### src/rtl/bls_pkg.sv
// Package with register map, field layout and timing constants for the block.
package bls_pkg;

  // Register offsets on the internal register port.
  localparam logic [7:0] PWM_SEL_OFFSET = 8'h06;
  localparam logic [7:0] OFF_TMO_OFFSET = 8'h07;
  localparam logic [7:0] DIM_TMO_OFFSET = 8'h08;

  // Field layout and reset values.
  localparam int         NUM_SINKS      = 7;
  localparam int         TMO_WIDTH      = 7;
  localparam logic [6:0] PWM_SEL_RESET  = 7'h00;
  localparam logic [6:0] TMO_RESET      = 7'h00;
  localparam logic [6:0] TMO_DISABLED   = 7'h00;

  // Timing of the one-second tick.
  localparam int          CLK_HZ        = 40_000_000;
  localparam int          TICK_SECONDS  = 1;
  localparam logic [25:0] TICK_CYCLES   = 26'(CLK_HZ * TICK_SECONDS);

  // Register write request from the serial interface core.
  typedef struct packed {
    logic       wr;
    logic [7:0] addr;
    logic [7:0] data;
  } bls_wr_s;

  // Timing sequence states.
  typedef enum logic [3:0] {
    ST_IDLE = 4'b0001,
    ST_DIM  = 4'b0010,
    ST_OFF  = 4'b0100,
    ST_DONE = 4'b1000
  } bls_state_e;

endpackage

### src/rtl/bls_pwm_timeouts.sv
// Per-sink PWM scaling select and backlight dim/off timeout sequencer.
`timescale 1ns/100ps
// Summary of operation
// - Seven enable bits let PWM scale sinks.
// - Cleared bit passes sink current unscaled.
// - Off timeout 1..127 s, zero disables.
// - Off countdown starts after dim expires, or at maximum current with dim disabled.
// - Dim timeout 1..127 s sets dim current.
// - Dim countdown starts at maximum current.
// - Unselected sinks follow common backlight enable.
module bls_pwm_timeouts
  import bls_pkg::*;
#(
  // Clock cycles per one-second tick; a bench may shorten it.
  parameter logic [25:0] TICK_LEN = TICK_CYCLES
)
(
  // Clock and reset.
  input  wire logic                  REF_CLK,
  input  wire logic                  RESET_N,
  // Register access from the serial interface core.
  input  wire bls_pkg::bls_wr_s      REG_WR,
  input  wire logic [7:0]            REG_RD_ADDR,
  output logic      [7:0]            REG_RD_DATA,
  // Backlight status and sink inputs.
  input  wire logic                  PWM_IN,
  input  wire logic                  BL_AT_MAX,
  input  wire logic                  BL_RESTART,
  input  wire logic [6:0]            SINK_INDEP_SEL,
  input  wire logic [6:0]            SINK_ON_IN,
  // Sink gating and backlight commands.
  output logic      [6:0]            SINK_DRIVE,
  output logic                       BL_DIM,
  output logic                       GROUP_LIGHT_ENABLE
);
  import bls_pkg::*;

  typedef struct packed {
    logic [6:0]  pwm_sel;
    logic [6:0]  off_delay_seconds;
    logic [6:0]  dim_delay_seconds;
    logic [25:0] tick_cnt;
    logic [6:0]  cnt;
    bls_state_e  state;
    logic        dim;
    logic        en;
    logic [6:0]  drive;
    logic [7:0]  rd;
  } bls_state_s;

  bls_state_s st_ff;
  bls_state_s nxt_st;
  logic       tick;
  logic [6:0] sink_lit;

  // Combinational next state.
  always_comb
  begin
    nxt_st = st_ff;
    tick   = 1'b0;
    sink_lit = '0;
    if (REG_WR.wr)
    begin
      unique case (REG_WR.addr)
        PWM_SEL_OFFSET: nxt_st.pwm_sel = REG_WR.data[6:0];
        OFF_TMO_OFFSET: nxt_st.off_delay_seconds = REG_WR.data[6:0];
        DIM_TMO_OFFSET: nxt_st.dim_delay_seconds = REG_WR.data[6:0];
        default: ;
      endcase
    end
    // One-second tick runs only while a countdown is active.
    if (st_ff.state inside {ST_DIM, ST_OFF})
    begin
      if (st_ff.tick_cnt == TICK_LEN - 26'd1)
      begin
        nxt_st.tick_cnt = '0;
        tick = 1'b1;
      end
      else
        nxt_st.tick_cnt = st_ff.tick_cnt + 26'd1;
    end
    else
      nxt_st.tick_cnt = '0;
    unique case (st_ff.state)
      ST_IDLE:
      begin
        nxt_st.en  = 1'b1;
        nxt_st.dim = 1'b0;
        if (BL_AT_MAX)
        begin
          if (st_ff.dim_delay_seconds != TMO_DISABLED)
          begin
            nxt_st.state = ST_DIM;
            nxt_st.cnt   = st_ff.dim_delay_seconds;
          end
          else if (st_ff.off_delay_seconds != TMO_DISABLED)
          begin
            nxt_st.state = ST_OFF;
            nxt_st.cnt   = st_ff.off_delay_seconds;
          end
        end
      end
      ST_DIM:
        if (tick)
        begin
          if (st_ff.cnt == 7'd1)
          begin
            nxt_st.dim = 1'b1;
            if (st_ff.off_delay_seconds != TMO_DISABLED)
            begin
              nxt_st.state = ST_OFF;
              nxt_st.cnt   = st_ff.off_delay_seconds;
            end
            else
              nxt_st.state = ST_DONE;
          end
          else
            nxt_st.cnt = st_ff.cnt - 7'd1;
        end
      ST_OFF:
        if (tick)
        begin
          if (st_ff.cnt == 7'd1)
          begin
            nxt_st.en    = 1'b0;
            nxt_st.state = ST_DONE;
          end
          else
            nxt_st.cnt = st_ff.cnt - 7'd1;
        end
      ST_DONE: ;
      default: nxt_st.state = ST_IDLE;
    endcase
    // Restart of the sequence wakes the backlight.
    if (BL_RESTART)
    begin
      nxt_st.state = ST_IDLE;
      nxt_st.en    = 1'b1;
      nxt_st.dim   = 1'b0;
      nxt_st.cnt   = '0;
    end
    // Grouped sinks follow the common enable, others their own.
    for (int i = 0; i < NUM_SINKS; i++)
    begin
      sink_lit[i] = SINK_INDEP_SEL[i] ? SINK_ON_IN[i] : st_ff.en;
      if (st_ff.pwm_sel[i])
        nxt_st.drive[i] = sink_lit[i] & PWM_IN;
      else
        nxt_st.drive[i] = sink_lit[i];
    end
    // Register read mux, reserved bit reads zero.
    unique case (REG_RD_ADDR)
      PWM_SEL_OFFSET: nxt_st.rd = {1'b0, st_ff.pwm_sel};
      OFF_TMO_OFFSET: nxt_st.rd = {1'b0, st_ff.off_delay_seconds};
      DIM_TMO_OFFSET: nxt_st.rd = {1'b0, st_ff.dim_delay_seconds};
      default:        nxt_st.rd = 8'h00;
    endcase
  end

  // State register.
  always_ff @(posedge REF_CLK or negedge RESET_N)
  begin
    if (!RESET_N)
    begin
      st_ff.pwm_sel           <= PWM_SEL_RESET;
      st_ff.off_delay_seconds <= TMO_RESET;
      st_ff.dim_delay_seconds <= TMO_RESET;
      st_ff.tick_cnt          <= '0;
      st_ff.cnt               <= '0;
      st_ff.state             <= ST_IDLE;
      st_ff.dim               <= 1'b0;
      st_ff.en                <= 1'b1;
      st_ff.drive             <= '0;
      st_ff.rd                <= 8'h00;
    end
    else
      st_ff <= nxt_st;
  end

  // Outputs come straight from the state register.
  assign REG_RD_DATA        = st_ff.rd;
  assign SINK_DRIVE         = st_ff.drive;
  assign BL_DIM             = st_ff.dim;
  assign GROUP_LIGHT_ENABLE = st_ff.en;

  // Off comes only from the off countdown.
  off_after_off_a: assert property (
    @(posedge REF_CLK) disable iff (!RESET_N)
    $fell(st_ff.en) |-> $past(st_ff.state) == ST_OFF
      && !$past(BL_RESTART))
    else $error("backlight off outside off countdown");
  // Dim asserts only on the last dim tick.
  dim_on_tick_a: assert property (
    @(posedge REF_CLK) disable iff (!RESET_N)
    $rose(st_ff.dim) |-> $past(st_ff.state) == ST_DIM
      && $past(st_ff.cnt) == 7'd1 && $past(tick))
    else $error("dim set without dim expiry");
  // Off countdown follows dim when dim is enabled.
  off_after_dim_a: assert property (
    @(posedge REF_CLK) disable iff (!RESET_N)
    (st_ff.state == ST_OFF && $past(st_ff.state) == ST_IDLE)
      |-> $past(st_ff.dim_delay_seconds) == TMO_DISABLED)
    else $error("off countdown started before dim");
  // Dim countdown starts only at maximum current.
  dim_start_a: assert property (
    @(posedge REF_CLK) disable iff (!RESET_N)
    (st_ff.state == ST_DIM && $past(st_ff.state) == ST_IDLE)
      |-> $past(BL_AT_MAX))
    else $error("dim countdown without maximum current");
  // Ticks are at least nine cycles apart.
  tick_gap_a: assert property (
    @(posedge REF_CLK) disable iff (!RESET_N)
    tick |=> !tick [*8])
    else $error("tick too soon");
  // Unscaled sinks ignore the PWM input.
  pwm_ignore_a: assert property (
    @(posedge REF_CLK) disable iff (!RESET_N)
    !st_ff.pwm_sel[0] && !SINK_INDEP_SEL[0] |=> SINK_DRIVE[0]
      == $past(st_ff.en))
    else $error("unscaled sink followed pwm");
  // Scaled sinks are gated by the PWM input.
  pwm_scale_a: assert property (
    @(posedge REF_CLK) disable iff (!RESET_N)
    st_ff.pwm_sel[0] && !PWM_IN |=> !SINK_DRIVE[0])
    else $error("scaled sink lit with pwm low");
  // Grouped sinks drop with the common enable.
  group_off_a: assert property (
    @(posedge REF_CLK) disable iff (!RESET_N)
    !SINK_INDEP_SEL[1] && !st_ff.en |=> !SINK_DRIVE[1])
    else $error("grouped sink lit while backlight off");

endmodule

### config.mk
export PLATFORM = sky130hd
export DESIGN_NAME = bls_pwm_timeouts
export DESIGN_NICKNAME = d
export VERILOG_FILES = /design/src/rtl/bls_pkg.sv /design/src/rtl/bls_pwm_timeouts.sv
export SDC_FILE = /design/constraint.sdc
export NUM_CORES = 1
export LEC_CHECK = 0
export ABC_AREA = 1
export BUFFER_PORTS_ARGS = -buffer_cell sky130_fd_sc_hd__buf_4
export CAP_MARGIN = 25
export CORE_MARGIN = 2
export CORE_UTILIZATION = 35
export DETAILED_ROUTE_END_ITERATION = 10
export SYNTH_ARGS = -nofsm -noshare
export SYNTH_HDL_FRONTEND = slang
export SYNTH_SLANG_ARGS = --single-unit
### constraint.sdc
create_clock -name REF_CLK -period 2.4 [get_ports REF_CLK]
set_clock_uncertainty 0.2 [all_clocks]
set_input_delay 0.24 -clock REF_CLK [delete_from_list [all_inputs] [get_ports REF_CLK]]
set_output_delay 0.24 -clock REF_CLK [all_outputs]
set_load 0.02 [all_outputs]
# After elaboration in Yosys (flattened, before gate mapping)
# Cells that the tools add are included.
dict set report word_totals {
  regBits 75
  in_bits 44
  output_inout_bits 17
}
dict set report op_classes {
  addsub 2
  n_eq_ne 21
  n_bitwise 7
  reduce_logical 13
  n_mux 37
}
# cell n
set ops {}
lappend ops {{2-to-1 mux 26 bit} 2}
lappend ops {{2-to-1 mux 11 bit} 4}
lappend ops {{case mux 7 bit (3 select lines)} 2}
lappend ops {{equality test 8 x 3 -> 1 bit (second input constant)} 4}
lappend ops {{adder 26 x 1 -> 26 bit (second input constant)} 1}
lappend ops {{equality test 26 bit (second input constant)} 1}
lappend ops {{2-to-1 mux 7 bit} 3}
lappend ops {{2-to-1 mux 1 bit} 18}
lappend ops {{equality test 8 x 4 -> 1 bit (second input constant)} 2}
lappend ops {{case mux 4 bit (4 select lines)} 1}
lappend ops {{AND reduction 7 bit} 2}
lappend ops {{nonzero test 7 bit} 2}
lappend ops {{2-to-1 mux 13 bit} 1}
lappend ops {{2-to-1 mux 12 bit} 1}
lappend ops {{!= test 3 bit (second input constant)} 4}
lappend ops {{2-to-1 mux 4 bit} 2}
lappend ops {{!= test 4 bit (second input constant)} 2}
lappend ops {{bitwise AND 1 bit} 7}
lappend ops {{equality test 7 x 1 -> 1 bit (second input constant)} 1}
lappend ops {{subtractor 7 x 1 -> 7 bit (second input constant)} 1}
lappend ops {{!= test 3 x 2 -> 1 bit (second input constant)} 2}
lappend ops {{AND reduction 2 bit} 3}
lappend ops {{AND reduction 3 bit} 2}
lappend ops {{nonzero test 3 bit} 2}
lappend ops {{9 further kinds} 10}

# Logic depth before layout (Yosys ltp)
# Gate-level depths: netlist of the first run.
dict set report depth {
  ltp_word 6
  depth_mapped 12
}

# Least setup slack after synthesis of the first run
# Ideal clock, no wire load.
dict set report synth_path {
  kind {register -> register}
  startpoint {reg st_ff[28] (netlist bit)}
  endpoint {reg st_ff[50] (netlist bit)}
  arrival_time_ns 1.448
  setup_slack_ns 0.633
  path_stages_with_launch 11
  setup_ns 0.120
  path_buffers 0
  synth_period_minus_slack_ns 1.767
  cell_sequence {dfrtp_1 ha_1 nand2_1 nor2_4 nand3_1 nor3_2 nand2_1 nor2_1 nand2_1 nor2_1 nor2_1}
}
# element line
set synth_rtl {}
lappend synth_rtl {{from (decl)} bls_pwm_timeouts.sv:51} ;# bls_state_s st_ff;
lappend synth_rtl {{from (signal assigned)} bls_pwm_timeouts.sv:177} ;# st_ff <= nxt_st;

==> results of run 1 <==
[what timing repair did]
item / in CTS / in global routing
hold endpoints to repair: 80 / 0
resized for setup: 0 / 0
endpoints found under the setup margin: 0 / 0
hold buffers: 14 / 0
[per-stage QoR]
stage / hold slack, ns / cell area, um2 / util [%] / std cells
floorplan: -0.2556 / 4405 / - / 610
global placement: 0.08453 / 4949 / 40.69 / 818
detailed placement: 0.08705 / 4949 / 40.69 / 818
CTS: 0.001675 / 5416 / 44.54 / 848
global route: 0.009751 / 5416 / 44.54 / 848
finish: 0.003458 / 5416 / 44.54 / 848
[worst min-delay path, cell delays in order]
cell and delay [ns]:
buf_4 0.08, a21oi_1 0.05, a21oi_1 0.13
[cell families after synthesis]
group           count (synthesis)  synth area share, %
simple gates                  348                35.59
buf+inv                        98                9.685
compound gates                 76                9.713
flops                          74                42.09
xor+xnor                       10                1.988
fa+ha+maj                       3               0.8521
other cells                     1              0.08512
[final cells by class]
class	count	area [um2]
repair buffers	75	610.6
inverters	77	289.0
clock buffers	11	242.7
multi-input cells	438	2125
well taps	168	210.2
clock inverters	5	85.08
flip-flops and latches	74	1854
fillers	1252	6745
[per-layer routing]
metal | vias up | share of wire (%) | GRT usage, %
met5 | - | 0 | 0
met4 | 0 | 1.7 | 6.905
met3 | 12 | 3.4 | 4.411
met2 | 78 | 50 | 30.21
met1 | 1925 | 45 | 21.45
li1 | 2083 | - | -
[sequential cells by signal, indices dropped and copies added, names as in the netlist]
register / flops
st_ff: 58
REG_RD_DATA: 7
SINK_DRIVE: 7
BL_DIM: 1
GROUP_LIGHT_ENABLE: 1
[worst min path at each step]
stage                        startpoint       endpoint  slack, ns  cells past startpoint
final                     SINK_ON_IN[6]  SINK_DRIVE[6]      0.003                      3
after global placement          RESET_N      st_ff[38]       0.08                      2
after global routing          REG_WR[3]      st_ff[64]       0.01                      3
after detailed placement        RESET_N      st_ff[40]       0.09                      2
after CTS                 SINK_ON_IN[6]  SINK_DRIVE[6]      0.002                      3
after floorplan                 RESET_N         BL_DIM      -0.26                      0
[cell usage in the layout (no fill, tap or decap), types with 9 or more instances in the layout]
cell type / n
nand2_1: 155
o21ai_0: 29
nand3_1: 41
clkbuf_16: 9
inv_1: 73
nor2_1: 87
a21oi_1: 33
nand4_1: 13
buf_4: 60
nor3_1: 17
dfrtp_1: 72
dlygate4sd3_1: 14
[where the power goes]
group	switching (mW)	leakage (nW)	internal [mW]
Sequential	0.0856	1.00	1.34
Combinational	0.710	1.37	0.393
Clock	0.534	0.157	0.946
Total	1.33	2.52	2.68
==> impl_metrics.py, run 1 <==
metrics = {
    "yosys": {
        "synth_top_cells_by_count": "nand2_1, nor2_1, inv_1",
        "syn_area_um2": 4405,
        "netlist_instances": 610,
        "syn_avg_cell_area_um2": 7.222,
        "yosysSeqAreaShare_pct": 42.09,
        "synth.most_common_cell": "nand2_1",
        "netlist.top_cell.by_area": "dfrtp_1",
        "synthesis.nets": 657,
        "synth_ff_type": "dfrtp_1",
        "synth-edff-count": 0,
        "synth_cell_types": 38,
        "synth_top_area_share_pct": 40.90,
        "yosysWarnings": 0,
        "synth_seq_cells": 74,
        "async_reset_ff_share_pct": 100.0,
        "ys_top_cells_by_area": "dfrtp_1, nand2_1, nor2_1",
    },
    "job": {
        "cap_violations": 0,
    },
    "setup_path": {
        "arrival_ns": 2.11,
        "rr_worst_depth": 10,
        "start_kind": "register",
        "cpLargestDelayFamily": "simple AND/OR/NAND/NOR gates",
        "worst-path-stages": 10,
        "endpoint_kind": "register",
        "r2r_slack_ns": 0.30,
        "crit_chain": "ha_1, nand2_1, nor2_4, nand2_2, nor2_4, nand2_2, nand2_2, inv_1, o21ai_0, a21oi_1",
        "r2r_end": "st_ff[44]",
        "required_ns": 2.41,
        "path_class": "reg -> reg",
        "cp_common_cell": "nand2_2",
        "critPathSlowestCell": "dfrtp_1",
        "cp_max_fo": 10,
        "crit_buf_inv": 1,
        "cp_slowest_stage_delay_ns": 0.42,
        "r2r-start": "st_ff[28]",
        "crit_start": "st_ff[28]",
        "crit_end": "st_ff[44]",
    },
    "placed_design": {
        "hpwl_um": 8390,
        "portBuffers": 58,
        "place_ws_ns": 0.3120,
        "gp_congestion": 0.8961,
    },
    "timing": {
        "rsz0062_at_grt": "false",
        "drv_slew": 0,
        "period_minus_slack_ns": 2.101,
        "fin_crit_sh_pct": 87.54,
        "fmax_ghz": 0.4760,
        "finalSetupViolCount": 0,
        "setup_ws_ns": 0.2990,
        "hold_violations": 0,
        "tns_ns": 0,
    },
    "floorplan": {
        "dieArea_um2": 13500,
        "initial_utilization_pct": 36.22,
        "rows": 40,
        "ios": 61,
        "die_height_um": 116.2,
        "core_area_um2": 12160,
        "die_w_um": 116.2,
    },
    "detailed_routing": {
        "first_pass_iters": 4,
        "vias": 4098,
        "viasPerCell": 4.833,
        "post_drt_wl_per_cell_um": 12.92,
        "drc": 0,
        "first_iter_violations": 218,
        "wl_um": 10960,
        "ant_nets": 0,
    },
    "clock_network": {
        "cts-root-buf": "clkbuf_16",
        "clkLatencyLatePin_ns": 0.34,
        "cts.reportedPaths.clkPinSlew_ns": 0.06,
        "cts-buffers-inserted": 9,
        "cts_max_level": 3,
        "cts_tree": "built",
        "clkSinkCount": 74,
        "clockBufferDepth": 2,
        "postCtsSetupBuffers": 0,
    },
    "pwr": {
        "powerDensity_nw_per_um2": 740.6,
        "leakage_nw": 2.525,
        "p_total_mw": 4.011,
        "ir_drop_uv": 469.0,
    },
    "run_status": {
        "status": "complete, no violations",
    },
    "cells_and_area": {
        "antenna_cells": 0,
        "syn_to_final_growth_pct": 22.95,
        "nNetsFinal": 722,
        "final_layout_size_suffix_gt1_share_pct": 16.32,
    },
    "global_route": {
        "track_usage_pct": 17.65,
        "grt_first_pass_wirelength_um": 18620,
        "grt_pass1_vias": 4025,
        "gr-total-overflow": 0,
        "antenna_found_initial": 0,
        "grt_max_degree": 75,
    },
    "hold_path": {
        "hold_class": "in -> reg",
    },
}
No activity file was read; power rests on OpenSTA's default activity.
==> run 2: changes to the inputs <==
--- a/config.mk
+++ b/config.mk
@@ -11,6 +11,7 @@
 export CORE_MARGIN = 2
 export CORE_UTILIZATION = 35
 export DETAILED_ROUTE_END_ITERATION = 10
+export REMOVE_ABC_BUFFERS = 1
 export SYNTH_ARGS = -nofsm -noshare
 export SYNTH_HDL_FRONTEND = slang
 export SYNTH_SLANG_ARGS = --single-unit
==> impl_metrics.py, run 2 (synthesis gave the netlist of run 1 again) <==
metrics = {
    "run_status": {
        "status": "complete, no violations",
    },
    "detailed_routing": {
        "ant_nets": 0,
        "first_iter_violations": 234,
        "wl_met1_um": 4951,
        "viasPerCell": 4.837,
        "post_drt_wl_per_cell_um": 13.38,
        "routed-wl-met3_um": 535,
        "wl_um": 11350,
        "maxUsedRoutingLayer": "met4",
        "wl_met2_um": 5650,
        "drc": 0,
        "first_pass_iters": 5,
        "vias": 4102,
    },
    "hold_path": {
        "hold_end": "st_ff[63]",
        "worstHoldStart": "REG_WR[2]",
        "whs_path_depth": 3,
        "hold_class": "in -> reg",
    },
    "setup_path": {
        "r2r-start": "st_ff[17]",
        "start_kind": "register",
        "cp_slowest_stage_delay_ns": 0.58,
        "cpLargestDelayFamily": "simple AND/OR/NAND/NOR gates",
        "endpoint_kind": "register",
        "rr_worst_depth": 9,
        "arrival_ns": 2.11,
        "required_ns": 2.43,
        "crit_chain": "nor2_1, nand3_1, nand2_2, inv_2, nor2_2, nand2_4, nand4_2, nand2_1, nand2_1",
        "r2r_slack_ns": 0.32,
        "r2r_end": "st_ff[27]",
        "cp_common_cell": "nand2_1",
        "cp_max_fo": 12,
        "path_class": "reg -> reg",
        "crit_buf_inv": 1,
        "critPathSlowestCell": "dfstp_2",
    },
    "cells_and_area": {
        "syn_to_final_growth_pct": 22.49,
        "antenna_cells": 0,
        "final_cell_mix": "nand2_1, nor2_1, inv_1, dfrtp_1, buf_4",
        "regMostFlops": "st_ff",
        "largest_register_ffs": 58,
        "nNetsFinal": 722,
        "fillers": 1256,
        "final_common_cell": "nand2_1",
        "final_layout_size_suffix_gt1_share_pct": 16.18,
    },
    "timing": {
        "fin_crit_sh_pct": 86.55,
        "tns_ns": 0,
        "fmax_ghz": 0.4814,
        "finalSetupViolCount": 0,
        "relSlewSlack_pct": 64.11,
        "rsz0062_at_grt": "false",
        "period_minus_slack_ns": 2.077,
        "drv_slew": 0,
        "worst_pin_slew_ns": 0.5383,
        "setup_ws_ns": 0.3228,
        "hold_violations": 0,
    },
    "clock_network": {
        "clockBufferDepth": 2,
        "clkSinkCount": 74,
        "cts.reportedPaths.clkPinSlew_ns": 0.06,
        "postCtsSetupBuffers": 0,
        "cts_tree": "built",
        "clkLatencyLatePin_ns": 0.34,
        "cts_max_level": 3,
        "cts-buffers-inserted": 9,
        "cts-root-buf": "clkbuf_16",
    },
    "global_route": {
        "grt_pass1_vias": 4135,
        "grt_first_pass_wirelength_um": 19180,
        "gr-total-overflow": 0,
        "track_usage_pct": 18.26,
        "antenna_found_initial": 0,
        "grt_max_degree": 41,
    },
    "floorplan": {
        "ios": 61,
        "initial_utilization_pct": 36.22,
        "core_area_um2": 12160,
        "die_w_um": 116.2,
        "die_height_um": 116.2,
        "dieArea_um2": 13500,
        "rows": 40,
    },
    "pwr": {
        "ir_drop_uv": 482.2,
        "leakage_nw": 2.510,
        "powerDensity_nw_per_um2": 726.3,
    },
    "placed_design": {
        "hpwl_um": 8474,
        "gp_congestion": 0.9691,
        "portBuffers": 58,
        "place_ws_ns": 0.3162,
    },
    "job": {
        "cap_violations": 0,
    },
}
[run 2: cell types whose count changed in the layout (fill, tap and decap cells not counted), sizes merged]
| cell | previous run | this run |
|---|---|---|
| clkinvlp | 1 | 2 |
| inv | 79 | 78 |
| bufinv | 2 | 1 |
| dlygate4sd3 | 14 | 15 |
| buf | 61 | 60 |
| clkinv | 0 | 1 |
[run 2: repair_timing]
action                                 in CTS  in global routing
endpoints found under the hold margin      45                  0
gates resized for setup                     0                  0
hold buffers                               15                  0
[run 2: final cells by class]
| class | instances | area (um2) | area share, % |
|---|---|---|---|
| clock buffer | 11 | 242.7 | 4.498 |
| clock inverter | 5 | 62.56 | 1.159 |
| inverter | 77 | 289.0 | 5.356 |
| multi-input combinational | 438 | 2125 | 39.37 |
| sequential | 74 | 1854 | 34.36 |
| tap | 168 | 210.2 | 3.895 |
| timing repair buffer | 75 | 613.1 | 11.36 |
[run 2: layer usage]
layer / vias to the layer above / track usage (%)
met5: - / 0
met4: 0 / 6.349
met3: 21 / 5.138
met2: 111 / 31.35
met1: 1899 / 22.08
li1: 2071 / -
[run 2: per-stage QoR]
stage / power [mW] / cell area [um2] / std cells / hold WS (ns) / utilization [%]
CTS: 3.963 / 5396 / 848 / 0.0006771 / 44.37
global placement: 2.502 / 4941 / 817 / 0.05963 / 40.63
finish: 3.919 / 5396 / 848 / 0.008605 / 44.37
global route: 4.165 / 5396 / 848 / 0.02749 / 44.37
detailed placement: 2.533 / 4941 / 817 / 0.06742 / 40.63
floorplan: 2.210 / 4268 / 589 / -0.2556 / -
[run 2: worst max path at each step]
stage,start,to,cells after the start
final,st_ff[17],st_ff[27],9
after global routing,st_ff[17],st_ff[27],9
after CTS,st_ff[17],st_ff[27],9
after detailed placement,st_ff[17],st_ff[27],9
after global placement,st_ff[17],st_ff[27],9
after floorplan,st_ff[17],st_ff[19],11
[run 2: where the power goes]
| group | total (mW) | leakage [nW] | internal (mW) | switching, mW |
|---|---|---|---|---|
| clock network | 1.38 | 0.142 | 0.839 | 0.544 |
| logic | 1.11 | 1.37 | 0.393 | 0.714 |
| registers | 1.43 | 1.00 | 1.34 | 0.0868 |
[run 2: worst reg2reg max path, delay by kind of cell, from the launching register on]
| kind | cells | cell delay, ns |
|---|---|---|
| buf+inv | 1 | 0.20 |
| flops | 1 | 0.58 |
| simple gates | 8 | 0.99 |
